`src/hw/status_word_map.vh`:
```
/*
 status word map: register offset, field positions, reset value and bus timing.
 assumes inclusion by hw/program_status_flags.v only; definitions only.
*/
`ifndef STATUS_WORD_MAP_VH
`define STATUS_WORD_MAP_VH

// byte address of the status word on the avalon bus
`define STATUS_WORD_ADDR  8'hd0
// byte address of a read-only view of core state (accumulator, bank base)
`define CORE_VIEW_ADDR    8'hd4
`define STATUS_WORD_RESET 8'h00
`define CARRY_BIT         7
`define AUX_CARRY_BIT     6
`define USER_A_BIT        5
`define BANK_HI_BIT       4
`define BANK_LO_BIT       3
`define OVERFLOW_BIT      2
`define USER_B_BIT        1
`define PARITY_BIT        0
// cycles of waitrequest before a read is answered
`define READ_WAIT_CYCLES  1
`define BANK_SIZE         8

`endif

```
`src/hw/program_status_flags.v`:
```
/*
 program status word of a small microcontroller core: arithmetic flags,
 boolean accumulator, two user flags and working register bank select.
 assumes the alu and execution logic run on ref_clk and present update
 strobes for one cycle; software reaches the word over avalon-mm.
*/
// Local design decision: the Avalon-MM register port.
// Functional notes
// - the carry flag in bit 7 is set when an arithmetic operation carries out of the alu.
// - the carry flag serves as the one-bit accumulator for boolean bit operations.
// - the auxiliary carry flag in bit 6 records the carry out of the lower nibble.
// - bit 5 is a user flag that only software changes.
// - bank select bits 4 and 3 pick working register base 00h, 08h, 10h or 18h.
// - the overflow flag in bit 2 is the exclusive or of carries out of bits 6 and 7.
// - bit 1 is a second user flag that only software changes.
// - the parity flag in bit 0 is set for an odd number of ones in the accumulator.
`timescale 1ns/1ps
`include "status_word_map.vh"

module program_status_flags #(
    parameter WORD_WIDTH = 8
) (
    input  wire                  ref_clk,
    input  wire                  srst,
    // avalon-mm slave
    input  wire [7:0]            address,
    input  wire                  read,
    input  wire                  write,
    input  wire [31:0]           writedata,
    input  wire [3:0]            byteenable,
    output reg  [31:0]           readdata,
    output wire                  waitrequest,
    output reg  [1:0]            response,
    // alu side
    input  wire [WORD_WIDTH-1:0] acc,
    input  wire                  arith_upd,
    input  wire [WORD_WIDTH-1:0] alu_a,
    input  wire [WORD_WIDTH-1:0] alu_b,
    input  wire                  alu_cin,
    input  wire                  alu_sub,
    input  wire                  bool_upd,
    input  wire [1:0]            bool_op,
    input  wire                  bool_bit,
    input  wire                  carry_load,
    input  wire                  carry_value,
    // state shown to the core
    output wire [7:0]            program_status_word,
    output wire                  carry_flag,
    output wire [4:0]            bank_base
);

    localparam BOOL_MOV  = 2'h0;
    localparam BOOL_AND  = 2'h1;
    localparam BOOL_OR   = 2'h2;
    localparam BOOL_CPL  = 2'h3;
    localparam ST_IDLE   = 1'b0;
    localparam ST_ANSWER = 1'b1;

    reg                  carry_r;
    reg                  aux_carry_r;
    reg                  user_a_r;
    reg [1:0]            bank_r;
    reg                  overflow_r;
    reg                  user_b_r;
    reg                  state_r;
    reg [WORD_WIDTH:0]   sum;
    reg [4:0]            low_sum;
    reg [WORD_WIDTH-1:0] low_part;
    reg                  carry_into_msb;
    reg                  bool_result;
    wire                 parity;
    wire                 psw_hit;
    wire                 view_hit;
    wire                 sw_write;

    // true when the address selects a mapped register
    function hit;
        input [7:0] addr;
        input [7:0] target;
        begin
            hit = (addr == target);
        end
    endfunction

    assign psw_hit  = hit(address, `STATUS_WORD_ADDR);
    assign view_hit = hit(address, `CORE_VIEW_ADDR);
    // writes complete at once; reads take one wait cycle to register data
    assign waitrequest = read & (state_r == ST_IDLE);
    assign sw_write    = write & psw_hit & byteenable[0];

    assign parity = ^acc;

    // alu carries: subtraction adds the inverted operand with inverted borrow
    always @* begin
        low_part       = alu_sub ? ~alu_b : alu_b;
        sum            = {1'b0, alu_a} + {1'b0, low_part} + {{WORD_WIDTH{1'b0}}, alu_cin ^ alu_sub};
        low_sum        = {1'b0, alu_a[3:0]} + {1'b0, low_part[3:0]}
                       + {4'h0, alu_cin ^ alu_sub};
        carry_into_msb = alu_a[WORD_WIDTH-1] ^ low_part[WORD_WIDTH-1] ^ sum[WORD_WIDTH-1];
    end

    always @* begin
        case (bool_op)
            BOOL_MOV: bool_result = bool_bit;
            BOOL_AND: bool_result = carry_r & bool_bit;
            BOOL_OR:  bool_result = carry_r | bool_bit;
            BOOL_CPL: bool_result = ~carry_r;
            default:  bool_result = carry_r;
        endcase
    end

    // hardware updates take priority over a software write in the same cycle,
    // so no alu result is lost
    always @(posedge ref_clk) begin
        if (srst) begin
            carry_r     <= 1'b0;
            aux_carry_r <= 1'b0;
            user_a_r    <= 1'b0;
            bank_r      <= 2'b00;
            overflow_r  <= 1'b0;
            user_b_r    <= 1'b0;
        end else begin
            if (sw_write) begin
                carry_r     <= writedata[`CARRY_BIT];
                aux_carry_r <= writedata[`AUX_CARRY_BIT];
                user_a_r    <= writedata[`USER_A_BIT];
                bank_r      <= {writedata[`BANK_HI_BIT], writedata[`BANK_LO_BIT]};
                overflow_r  <= writedata[`OVERFLOW_BIT];
                user_b_r    <= writedata[`USER_B_BIT];
            end
            if (arith_upd) begin
                carry_r     <= sum[WORD_WIDTH] ^ alu_sub;
                aux_carry_r <= low_sum[4] ^ alu_sub;
                overflow_r  <= sum[WORD_WIDTH] ^ carry_into_msb;
            end else if (bool_upd) begin
                carry_r <= bool_result;
            end else if (carry_load) begin
                carry_r <= carry_value;
            end
        end
    end

    assign program_status_word = {carry_r, aux_carry_r, user_a_r, bank_r,
                                  overflow_r, user_b_r, parity};
    assign carry_flag = carry_r;
    assign bank_base  = {bank_r, 3'b000};

    // read path: one wait cycle, then data and response stand with waitrequest low
    always @(posedge ref_clk) begin
        if (srst) begin
            state_r  <= ST_IDLE;
            readdata <= 32'h0000_0000;
            response <= 2'b00;
        end else begin
            case (state_r)
                ST_IDLE: begin
                    if (read) begin
                        state_r <= ST_ANSWER;
                        if (psw_hit) begin
                            readdata <= {24'h00_0000, program_status_word};
                            response <= 2'b00;
                        end else if (view_hit) begin
                            readdata <= {19'h0_0000, bank_base, acc};
                            response <= 2'b00;
                        end else begin
                            readdata <= 32'h0000_0000;
                            response <= 2'b10;
                        end
                    end else if (write) begin
                        response <= (psw_hit | view_hit) ? 2'b00 : 2'b10;
                    end
                end
                ST_ANSWER: begin
                    state_r <= ST_IDLE;
                end
                default: state_r <= ST_IDLE;
            endcase
        end
    end

endmodule // program_status_flags

```
`config.mk`:
```
export PLATFORM = sky130hd
export DESIGN_NAME = program_status_flags
export DESIGN_NICKNAME = d
export VERILOG_FILES = /design/src/hw/program_status_flags.v
export VERILOG_INCLUDE_DIRS = /design/src /design/src/hw
export SDC_FILE = /design/constraint.sdc
export NUM_CORES = 1
export LEC_CHECK = 0
export BUFFER_PORTS_ARGS = -buffer_cell sky130_fd_sc_hd__buf_2
export CAP_MARGIN = 20
export CORE_UTILIZATION = 40
export CTS_BUF_LIST = sky130_fd_sc_hd__clkbuf_8
export CTS_CLUSTER_DIAMETER = 150
export DETAILED_ROUTE_END_ITERATION = 7
export GPL_ROUTABILITY_DRIVEN = 0
export PLACE_DENSITY = 0.83
export SYNTH_ARGS = -nofsm -noshare
export SYNTH_HDL_FRONTEND = slang
export SYNTH_SLANG_ARGS = --single-unit
```
`constraint.sdc`:
```
create_clock -name ref_clk -period 2.8 [get_ports ref_clk]
set_input_delay 0.28 -clock ref_clk [delete_from_list [all_inputs] [get_ports ref_clk]]
set_output_delay 0.28 -clock ref_clk [all_outputs]
set_load 0.005 [all_outputs]
```
==> Word-level counts from Yosys, hierarchy flattened <==
Index checks and enable logic that the tools add are counted.
{ "word_totals": {"latchBits": 0, "register_bits": 42, "mem_bits_ro": 0, "word_cells": 59, "out_inout_bits": 49, "in_bits": 81, "memories": 0, "ramBits": 0} }
{ "op_classes": {"n_addsub": 4, "shifts": 0, "n_eq_ne": 5, "bitwise_logic": 15, "mux": 19, "n_div": 0, "mul": 0, "n_lt_le_gt_ge": 0, "reduce_logical": 7} }
{ "op_table": {"columns": ["cell", "count"], "rows": [
  ["$mux W13", 2],
  ["$eq A8 B8 Y1 const B", 2],
  ["$mux W2", 5],
  ["$add A8 B8 Y9", 1],
  ["$add A9 B1 Y9", 1],
  ["$mux W1", 9],
  ["$mux W8", 1],
  ["$not A8 Y8", 1],
  ["$reduce_xor A8 Y1", 1],
  ["$xor A1 B1 Y1", 6],
  ["$add A4 B4 Y5", 1],
  ["$add A5 B1 Y5", 1],
  ["$and A1 B1 Y1", 4],
  ["$eq A2 B2 Y1 const B", 2],
  ["$pmux W1 S4", 1],
  ["$reduce_and A2 Y1", 2],
  ["$reduce_bool A2 Y1", 2],
  ["$reduce_bool A4 Y1", 1],
  ["$eq A2 B1 Y1 const B", 1],
  ["$logic_not A2 Y1", 1],
  ["$not A1 Y1", 2],
  ["$or A1 B1 Y1", 2],
  ["$pmux W1 S2", 1]
]} }

==> Logic depth before layout (Yosys ltp) <==
Gate-level depths: netlist (run 1).
{ "logic_depth": {"ltp_word": 7, "ltp_mapped": 9} }

==> Worst setup path before layout (run 1) <==
No wires, ideal clock.
{ "synth_timing": {"path_type": "input port to flip-flop", "start": "input alu_sub", "end": "register carry_r (netlist: carry_flag)", "arrival_time_ns": 2.084, "setup_slack_ns": 0.621, "cell_stages": 9, "cell_sequence": "buf_6 buf_2 xor2_1 ha_1 a21oi_1 nand2_1 o41a_4 mux2i_1 a221oi_1"} }
{ "synth_via": {"elab_chain_cells": 5} }
{ "synth_lines": {"columns": ["element", "line", "rtl"], "rows": [
  ["start: declaration", "program_status_flags.v:40", "input wire alu_sub,"],
  ["$mux W8", "program_status_flags.v:95", "low_part = alu_sub ? ~alu_b : alu_b;"],
  ["$add A8 B8 Y9", "program_status_flags.v:96", "sum = {1'b0, alu_a} + {1'b0, low_part} + {{WORD_WIDTH{1'b0}}, alu_cin ^ alu_sub};"],
  ["$add A9 B1 Y9", "program_status_flags.v:96", null],
  ["$xor A1 B1 Y1 (*)", "program_status_flags.v:132", "carry_r <= sum[WORD_WIDTH] ^ alu_sub;"],
  ["$mux W1 (*)", "program_status_flags.v:131", "if (arith_upd) begin"],
  ["end signal: assignment", "program_status_flags.v:132", null],
  ["end signal: assignment", "program_status_flags.v:136", "carry_r <= bool_result;"],
  ["end signal: assignment", "program_status_flags.v:138", "carry_r <= carry_value;"],
  ["end: declaration", "program_status_flags.v:59", "reg carry_r;"]
]} }
Mark *: on every way between the ends. The rest lies on a longest branch, timed or not.
A chain may end at the register's enable or synchronous reset.

==> Worst setup path after layout (run 1) <==
Same ends and word-level chain as after synthesis.

==> run summary, run 1 <==
Hold_ws: 0.258 ns
Largest family of logic cells by synthesized area: buffers and inverters
Total Power: 701 uW
F_max: 487 MHz
Fraction of the cycle the final worst path needs: 73.3%
Metal3 WL: 192 um
Top post-synthesis cells by count: 34 x sky130_fd_sc_hd__buf_4, 21 x sky130_fd_sc_hd__nor2_1, 19 x sky130_fd_sc_hd__dfxtp_1
Maximum number of pins on one net before global-route repair: 20
Die outline height: 64.0 um
Area added between synthesis and finish: 18.0%
Grt ovf: 0
Async set-reset flop share out of synthesis: 0%
Total of max-cap violations: 0
Via count of the first global-routing pass: 1165
Area leader, netlist: sky130_fd_sc_hd__dfxtp_1
Post-synthesis instance total: 182
Hold Path Class: in -> reg
Worst-case setup slack after placement: 0.486 ns
Worst vdd rail ir drop: 0.000274 V
Ratio of cells with drive above 1 in the final layout: 35.9%
Area occupied by multi-input gates: 936 um2
Buf/Inv on CP: 1
Netlist area before placement: 1540 um2
Overall global routing resource usage: 15.2%
Area enclosed by the die boundary: 4100 um2
Initial drt markers: 28
First-pass GRT wire length: 4850 um
Routed met1 length: 1430 um
CTS tree: yes
Proportion of synthesized chip area in sequential cells: 24.7%
Number of distinct library cell variants in the gate-level netlist after synthesis: 40
Primary flip-flop cell chosen by synthesis mapping: sky130_fd_sc_hd__dfxtp_1
Via total after detailed routing: 1393
Starting Density: 41.7%
Number of hold-slack violations in the final timing report: 0
Wire length on met2: 1440 um
First-pass detailed-route iteration total: 4
Worst Setup Start Kind: primary input
Run status: finished clean
Drt total wl: 3160 um
Final clock skew: 0.00541 ns
Post-synthesis sequential element count: 19
Arithmetic-cell share of the synthesized area counting full adders, half adders and majority gates: 6.50%
Nets: 335
Crit path max-delay cell type: sky130_fd_sc_hd__o41a_4
Maximum root-to-sink buffer count: 2
Critical path data required time: 2.96 ns
Category of the critical setup timing path: in -> reg
Number of design rule violations left after detail routing: 0
Largest delay contributor family on the critical path: compound AO/OA/AOI/OAI gates
Post-synth top area share: 24.7%
Power density normalized to cell area: 386 nW/um2
Area fraction in compound gates after synthesis: 14.5%
Final Critical Period: 2.05 ns
Clock latency at the later pin of the worst-skew pair: 0.26 ns
Average footprint of a synthesized cell: 8.46 um2
Boundary pin count: 130
Inserted Diodes: 0
Cell row count: 22
Peak fanout along the critical path: 17
Count of hold buffers inserted by post-cts repair: 0
Biggest cell delay along the critical path: 0.44 ns
Total half-perimeter wirelength after legalization and detailed placement: 2560 um
Clock buffers created by TritonCTS: 3
Setup repair after global routing missed its margin: no
Highest signal layer in the routed design: met4
Initial antenna violation count: 0
Number of H-tree levels: 1
Final total negative setup slack: 0 ns
Buffers inserted during post-CTS setup optimization: 0
Number of buffers added on ports: 75
Root buffer cell: sky130_fd_sc_hd__clkbuf_8
Drt via density: 4.75
Fill cell count: 394
Ordered cell list for the critical path: buf_2 -> xor2_1 -> ha_1 -> a21oi_1 -> nand2_1 -> o41a_4 -> mux2i_1 -> a221oi_1
Worst Path Arrival: 2.21 ns
Total of endpoints with negative setup slack in the final report: 0
Number of flops mapped to enable cells by yosys: 0
Critical Path Sink Type: flop
Post-Synth Simple-Gate Area: 18.0%
Number of sinks driven by the clock tree: 19
Storage cell area: 380 um2
Library cell with the highest instance count after synthesis: sky130_fd_sc_hd__buf_4
Final max-slew violation count: 0
Warnings, synthesis: 0
Clock input transition at the sequential cells of the worst setup and hold paths: 0.06 ns
Die extent in x: 64.0 um
Number of resized instances in the post-cts repair step: 0
ANT nets after route: 0
Xor-xnor portion of the synthesized cell area: 9.59%
Fraction of synthesized area in multiplexers: 5.93%
Core region area: 3690 um2
Slack of the critical path: 0.747 ns
Final core utilization: 49.2%
Top post-synthesis cells by area: sky130_fd_sc_hd__dfxtp_1 25%, sky130_fd_sc_hd__buf_4 17%, sky130_fd_sc_hd__ha_1 6.5%
Routed length per placed instance: 10.8 um
Reported leakage power: 0.915 nW
[cells in the final DEF, fill, tap and decap left out, drive strengths merged]
master / n
inv: 6
o41a: 1
nor4b: 1
nor2b: 1
o2111ai: 1
ha: 8
and4bb: 1
xor2: 9
mux2: 1
conb: 26
and2: 1
a311oi: 1
a21o: 1
nor2: 23
a211oi: 3
or3: 1
o221ai: 1
mux2i: 8
dfxtp: 19
and4: 1
o21ai: 1
a22o: 1
nand3: 7
clkbuf: 3
nand2: 6
a21oi: 7
or2: 1
nor3: 12
buf: 75
nand2b: 1
o22ai: 1
a221oi: 9
xnor2: 7
[path summary, 6_finish.rpt]
check	from	depth (start not counted)	to	slack [ns]
worst min register to register	readdata[11]	2	readdata[11]	0.45
worst min-delay path	writedata[3]	3	bank_r[0]	0.26
worst max register to register	state_r	4	readdata[12]	1.52
worst max-delay path	alu_sub	8	carry_flag	0.75
[per-layer routing]
layer  GRT usage (%)  vias up
met5               0        -
met2            25.9       54
met1            17.4      617
met3            3.75       10
met4            8.24        0
li1                -      712
[report_power, final]
part / internal, mW / switching (mW)
logic: 0.111 / 0.111
clock network: 0.0975 / 0.0878
registers: 0.284 / 0.00943
[cell families (layout without fill, tap and decap cells)]
| logic type | Yosys count | in the layout |
|---|---|---|
| compound gates | 27 | 27 |
| mux | 9 | 9 |
| buf+inv | 46 | 84 |
| flops | 19 | 19 |
| other cells | 1 | 26 |
| simple gates | 56 | 56 |
| fa+ha+maj | 8 | 8 |
| xor+xnor | 16 | 16 |
[area by class of cell]
class                      count  share of cell area [%]
timing repair buffer          75                    20.7
inverter                       5                    1.03
sequential                    19                    21.0
clock buffer                   3                    2.27
multi-input combinational    142                    51.6
tap                           48                    3.31
clock inverter                 1                   0.207
[per-stage QoR]
stage               area (um2)  std cells
floorplan                 1630        207
global placement          1770        289
detailed placement        1770        289
CTS                       1820        293
global route              1820        293
finish                    1820        293
[sequential cells by signal, indices dropped and copies added, names as in the netlist]
signal       flops
aux_carry_r      1
bank_r           2
carry_flag       1
overflow_r       1
readdata        10
response         1
state_r          1
user_a_r         1
user_b_r         1
[worst min-delay path, cell delays in order]
cell and delay, ns:
sky130_fd_sc_hd__buf_2 0.07, sky130_fd_sc_hd__mux2i_1 0.05, sky130_fd_sc_hd__nor2_1 0.07
(Power assumes the default switching activity.)
==> inputs of run 2 (changes only) <==
==> constraint.sdc (replaced) <==
create_clock -name ref_clk -period 2 [get_ports ref_clk]
set_input_delay 0.2 -clock ref_clk [delete_from_list [all_inputs] [get_ports ref_clk]]
set_output_delay 0.2 -clock ref_clk [all_outputs]
set_load 0.005 [all_outputs]
==> run summary, run 2 (same netlist as run 1, synthesis figures left out) <==
Run status: finished clean (unchanged)
Number of buffers added on ports: 75 (unchanged)
Fill cell count: 380 (was 394)
Cell row count: 22 (unchanged)
Largest register FFs: 10 (unchanged)
Largest registers in the final layout: readdata (10), bank_r (2) (unchanged)
Critical Path Sink Type: flop (unchanged)
Clock latency at the later pin of the worst-skew pair: 0.26 ns (about the same)
Category of the critical setup timing path: in -> reg (unchanged)
Inserted Diodes: 0 (unchanged)
Area enclosed by the die boundary: 4100 um2 (unchanged)
Area added between synthesis and finish: 20.0% (was 18.0%)
Setup repair after global routing missed its margin: no (unchanged)
Number of sinks driven by the clock tree: 19 (unchanged)
Routed length per placed instance: 11.0 um (was 10.8 um)
CTS tree: yes (unchanged)
Critical path data required time: 2.16 ns (was 2.96 ns)
First-pass detailed-route iteration total: 4 (unchanged)
Power density normalized to cell area: 540 nW/um2 (was 386 nW/um2)
Worst Path Arrival: 1.92 ns (was 2.21 ns)
Top library cells by usage in the layout, fill and taps aside: 75 x sky130_fd_sc_hd__buf_2, 26 x sky130_fd_sc_hd__conb_1, 21 x sky130_fd_sc_hd__nor2_1 (unchanged)
Initial drt markers: 43 (was 28)
Boundary pin count: 130 (unchanged)
Number of resized instances in the post-cts repair step: 0 (unchanged)
Nets: 338 (was 335)
Via count of the first global-routing pass: 1224 (was 1165)
Register containing the most flip-flops in the final layout: readdata (unchanged)
Maximum number of pins on one net before global-route repair: 20 (unchanged)
Drt total wl: 3260 um (was 3160 um)
Number of hold-slack violations in the final timing report: 0 (unchanged)
Count of hold buffers inserted by post-cts repair: 0 (unchanged)
Reported leakage power: 0.929 nW (was 0.915 nW)
Fraction of the cycle the final worst path needs: 88.0%
Drt via density: 4.69 (was 4.75)
Final Critical Period: 1.76 ns
ANT nets after route: 0 (unchanged)
Root buffer cell: sky130_fd_sc_hd__clkbuf_8 (unchanged)
Most frequent standard cell in the layout excluding fill and tap cells: sky130_fd_sc_hd__buf_2 (unchanged)
Peak fanout along the critical path: 7 (was 17)
Final total negative setup slack: 0 ns (unchanged)
Reg-to-reg slack, setup: 0.75 ns (was 1.52 ns)
Core region area: 3690 um2 (unchanged)
Clock buffers created by TritonCTS: 3 (unchanged)
Hold Path Class: in -> reg (unchanged)
F_max: 568 MHz
Number of H-tree levels: 1 (unchanged)
Number of design rule violations left after detail routing: 0 (unchanged)
Worst vdd rail ir drop: 0.000360 V (was 0.000274 V)
Total half-perimeter wirelength after legalization and detailed placement: 2730 um (was 2560 um)
Via total after detailed routing: 1387 (was 1393)
Buffers inserted during post-CTS setup optimization: 0 (unchanged)
Starting Density: 41.7% (unchanged)
Initial antenna violation count: 0 (unchanged)
Die extent in x: 64.0 um (unchanged)
Hold_ws: 0.181 ns (was 0.258 ns)
Overall global routing resource usage: 16.4% (was 15.2%)
Worst Setup Start Kind: primary input (unchanged)
First-pass GRT wire length: 5290 um (was 4850 um)
Total of max-cap violations: 0 (unchanged)
Maximum root-to-sink buffer count: 2 (unchanged)
Total of endpoints with negative setup slack in the final report: 0 (unchanged)
Die outline height: 64.0 um (unchanged)
Final max-slew violation count: 0 (unchanged)
Grt ovf: 0 (unchanged)
Ratio of cells with drive above 1 in the final layout: 37.9% (was 35.9%)
Final clock skew: 0.00826 ns (was 0.00541 ns)
Clock input transition at the sequential cells of the worst setup and hold paths: 0.06 ns (about the same)
[run 2: cell types whose count changed in the layout (fill, tap and decap cells not counted)]
cell                       previous run  this run
sky130_fd_sc_hd__a21oi_1              7         5
sky130_fd_sc_hd__clkinv_2             0         1
sky130_fd_sc_hd__inv_1                5         4
sky130_fd_sc_hd__buf_4                0         3
sky130_fd_sc_hd__a21oi_2              0         2
[run 2: report_power, final]
group / internal [mW] / leakage (nW) / switching, mW
clock: 0.138 / 0.0255 / 0.123
combinational: 0.164 / 0.748 / 0.159
sequential: 0.398 / 0.156 / 0.0135
total: 0.700 / 0.929 / 0.296
[run 2: path summary, 6_finish.rpt]
path / startpoint / to / depth (start not counted)
max: alu_sub / carry_flag / 9
min: writedata[1] / user_b_r / 3
max reg2reg: carry_flag / carry_flag / 4
min reg2reg: readdata[11] / readdata[11] / 2
[run 2: worst max-delay path, cell delays in order]
cell                       delay [ns]
sky130_fd_sc_hd__buf_2           0.17
sky130_fd_sc_hd__buf_4           0.18
sky130_fd_sc_hd__xor2_1          0.19
sky130_fd_sc_hd__ha_1            0.27
sky130_fd_sc_hd__nand3_1         0.10
sky130_fd_sc_hd__nand2_1         0.07
sky130_fd_sc_hd__o41a_4          0.37
sky130_fd_sc_hd__mux2i_1         0.13
sky130_fd_sc_hd__a221oi_1        0.25
[run 2: area by class of cell]
type	instances	area, um2	area share [%]
multi-input combinational	142	943	51.1
sequential	19	380	20.6
clock inverter	1	5.00	0.271
timing repair buffer	78	398	21.5
inverter	5	18.8	1.02
tap	48	60.1	3.25
clock buffer	3	41.3	2.24
[run 2: metal layers]
metal	routed length (um)	part of all wire [%]	vias to the layer above	GRT usage [%]
met4	26	0.80	0	5.11
met3	203	6.2	2	4.29
met2	1630	50	45	29.8
met5	0	0	-	0
li1	-	-	714	-
met1	1400	43	626	18.6
[run 2: stage by stage]
stage | instances | setup WS (ns) | util (%) | instance area (um2) | total power, mW
2_1_floorplan | 207 | 0.00224 | - | 1650 | 0.682
3_3_place_gp | 292 | 0.0221 | 48.8 | 1800 | 0.736
3_5_place_dp | 292 | -0.0317 | 48.8 | 1800 | 0.745
5_1_grt | 296 | 0.102 | 50.1 | 1850 | 1.07
4_1_cts | 296 | 0.234 | 50.1 | 1850 | 1.01
6_report | 296 | 0.241 | 50.1 | 1850 | 0.997
==> inputs of run 3 (changes only) <==
--- a/config.mk
+++ b/config.mk
@@ -8,12 +8,12 @@
 export LEC_CHECK = 0
 export BUFFER_PORTS_ARGS = -buffer_cell sky130_fd_sc_hd__buf_2
 export CAP_MARGIN = 20
-export CORE_UTILIZATION = 40
+export CORE_UTILIZATION = 24
 export CTS_BUF_LIST = sky130_fd_sc_hd__clkbuf_8
 export CTS_CLUSTER_DIAMETER = 150
 export DETAILED_ROUTE_END_ITERATION = 7
 export GPL_ROUTABILITY_DRIVEN = 0
-export PLACE_DENSITY = 0.83
+export HOLD_SLACK_MARGIN = 0.02
 export SYNTH_ARGS = -nofsm -noshare
 export SYNTH_HDL_FRONTEND = slang
 export SYNTH_SLANG_ARGS = --single-unit
==> run summary, run 3 (same netlist as run 1, synthesis figures left out) <==
Category of the critical setup timing path: in -> reg (unchanged)
F_max: 579 MHz (was 568 MHz)
Final Critical Period: 1.73 ns (was 1.76 ns)
Grt ovf: 0 (unchanged)
First-pass detailed-route iteration total: 4 (unchanged)
Area added between synthesis and finish: 22.6% (was 20.0%)
Largest delay contributor family on the critical path: compound AO/OA/AOI/OAI gates (unchanged)
Critical path data required time: 2.17 ns (was 2.16 ns)
Total Power: 1.00 mW (was 997 uW)
Initial drt markers: 50 (was 43)
Worst Path Arrival: 1.89 ns (was 1.92 ns)
Inserted Diodes: 0 (unchanged)
Worst r2r src: carry_flag (unchanged)
Setup repair after global routing missed its margin: no (unchanged)
Number of design rule violations left after detail routing: 0 (unchanged)
Buf/Inv on CP: 2 (unchanged)
Overall global routing resource usage: 11.2% (was 16.4%)
Via count of the first global-routing pass: 1212 (was 1224)
Number of sinks driven by the clock tree: 19 (unchanged)
Number of buffers added on ports: 75 (unchanged)
Total of endpoints with negative setup slack in the final report: 0 (unchanged)
Hold Path Class: in -> reg (unchanged)
Nets: 339 (was 338)
Core region area: 6060 um2 (was 3690 um2)
Buffers inserted during post-CTS setup optimization: 0 (unchanged)
End of the worst register-to-register path: carry_flag (unchanged)
Reg-to-reg slack, setup: 0.72 ns (was 0.75 ns)
Top library cells by usage in the layout, fill and taps aside: 75 x sky130_fd_sc_hd__buf_2, 26 x sky130_fd_sc_hd__conb_1, 21 x sky130_fd_sc_hd__nor2_1 (unchanged)
Number of hold-slack violations in the final timing report: 0 (unchanged)
Worst Setup Start Kind: primary input (unchanged)
Biggest cell delay along the critical path: 0.36 ns (was 0.37 ns)
Total half-perimeter wirelength after legalization and detailed placement: 2970 um (was 2730 um)
Largest registers in the final layout: readdata (10), bank_r (2) (unchanged)
Area enclosed by the die boundary: 6740 um2 (was 4100 um2)
Drt via density: 4.29 (was 4.69)
Most frequent standard cell in the layout excluding fill and tap cells: sky130_fd_sc_hd__buf_2 (unchanged)
Worst vdd rail ir drop: 0.000176 V (was 0.000360 V)
Drt total wl: 3580 um (was 3260 um)
Starting Density: 25.4% (was 41.7%)
Power density normalized to cell area: 531 nW/um2 (was 540 nW/um2)
Critical Path Sink Type: flop (unchanged)
Maximum root-to-sink buffer count: 2 (unchanged)
Cell row count: 28 (was 22)
Die extent in x: 82.1 um (was 64.0 um)
Clock input transition at the sequential cells of the worst setup and hold paths: 0.07 ns (was 0.06 ns)
Number of resized instances in the post-cts repair step: 0 (unchanged)
Final clock skew: 0.00472 ns (was 0.00826 ns)
Sink of the worst hold path: user_b_r (unchanged)
Reported leakage power: 0.936 nW (was 0.929 nW)
Fraction of the cycle the final worst path needs: 86.3% (was 88.0%)
Peak fanout along the critical path: 7 (unchanged)
Ratio of cells with drive above 1 in the final layout: 37.8% (was 37.9%)
CTS tree: yes (unchanged)
Hold_ws: 0.177 ns (was 0.181 ns)
Number of H-tree levels: 1 (unchanged)
Via total after detailed routing: 1391 (was 1387)
ANT nets after route: 0 (unchanged)
Run status: finished clean (unchanged)
First-pass GRT wire length: 5720 um (was 5290 um)
Ordered cell list for the critical path: buf_2 -> buf_4 -> xor2_1 -> ha_1 -> nand3_1 -> nand2_1 -> o41a_4 -> mux2i_1 -> a221oi_1 (unchanged)
Worst reg2reg path depth: 4 (unchanged)
Crit path max-delay cell type: sky130_fd_sc_hd__o41a_4 (unchanged)
Largest register FFs: 10 (unchanged)
Initial antenna violation count: 0 (unchanged)
Root buffer cell: sky130_fd_sc_hd__clkbuf_8 (unchanged)
Die outline height: 82.1 um (was 64.0 um)
Clock latency at the later pin of the worst-skew pair: 0.25 ns (was 0.26 ns)
Total of max-cap violations: 0 (unchanged)
Fill cell count: 668 (was 380)
Count of hold buffers inserted by post-cts repair: 0 (unchanged)
Clock buffers created by TritonCTS: 3 (unchanged)
Maximum number of pins on one net before global-route repair: 20 (unchanged)
Launch point of the worst hold path: writedata[1] (unchanged)
Routed length per placed instance: 11.0 um (about the same)
Boundary pin count: 130 (unchanged)
Register containing the most flip-flops in the final layout: readdata (unchanged)
Hold Path Stages: 3 (unchanged)
Final max-slew violation count: 0 (unchanged)
[run 3: changes by cell type in the layout (fill, tap and decap cells not counted), sizes merged]
cell    change
buf         +1
inv         +1
clkinv      -1
[run 3: cell type report]
type,instances,area [um2],share of cell area [%]
clock buffer,3,41.3,2.19
clock inverter,1,3.75,0.199
inverter,5,18.8,0.995
multi-input combinational,142,943,50.0
sequential,19,380,20.2
tap,75,93.8,4.97
timing repair buffer,79,405,21.5
[run 3: tightest hold or removal path, stage by stage]
cell,delay (ns)
sky130_fd_sc_hd__buf_2,0.08
sky130_fd_sc_hd__mux2i_1,0.05
sky130_fd_sc_hd__nor2_1,0.07
[run 3: stage by stage]
step,instances,setup WS [ns],cell area (um2),TNS [ns],utilization [%]
2_1_floorplan,207,0.00224,1650,0,-
3_3_place_gp,320,0.00405,1840,0,30.4
3_5_place_dp,320,-0.0103,1840,-0.0103,30.4
4_1_cts,324,0.264,1890,0,31.1
5_1_grt,324,0.132,1890,0,31.1
6_report,324,0.274,1890,0,31.1
[run 3: power breakdown]
| group | internal (mW) | switching, mW |
|---|---|---|
| sequential | 0.398 | 0.0133 |
| clock | 0.136 | 0.129 |
| combinational | 0.164 | 0.161 |
[run 3: how the worst max path moves through the flow]
stage | start | end | slack, ns | cells after the start
after global routing | alu_sub | carry_flag | 0.13 | 9
final | alu_sub | carry_flag | 0.27 | 9
after detailed placement | alu_sub | carry_flag | -0.01 | 9
after floorplan | alu_sub | carry_flag | 0.002 | 9
after CTS | alu_sub | carry_flag | 0.26 | 9
after global placement | alu_sub | carry_flag | 0.004 | 8
[run 3: per-layer routing]
metal	up-vias	routed length [um]	GRT usage [%]
met5	-	0	0
met4	0	63	3.16
met3	4	198	2.78
met2	45	1720	18.6
met1	627	1590	14.2
li1	715	-	-
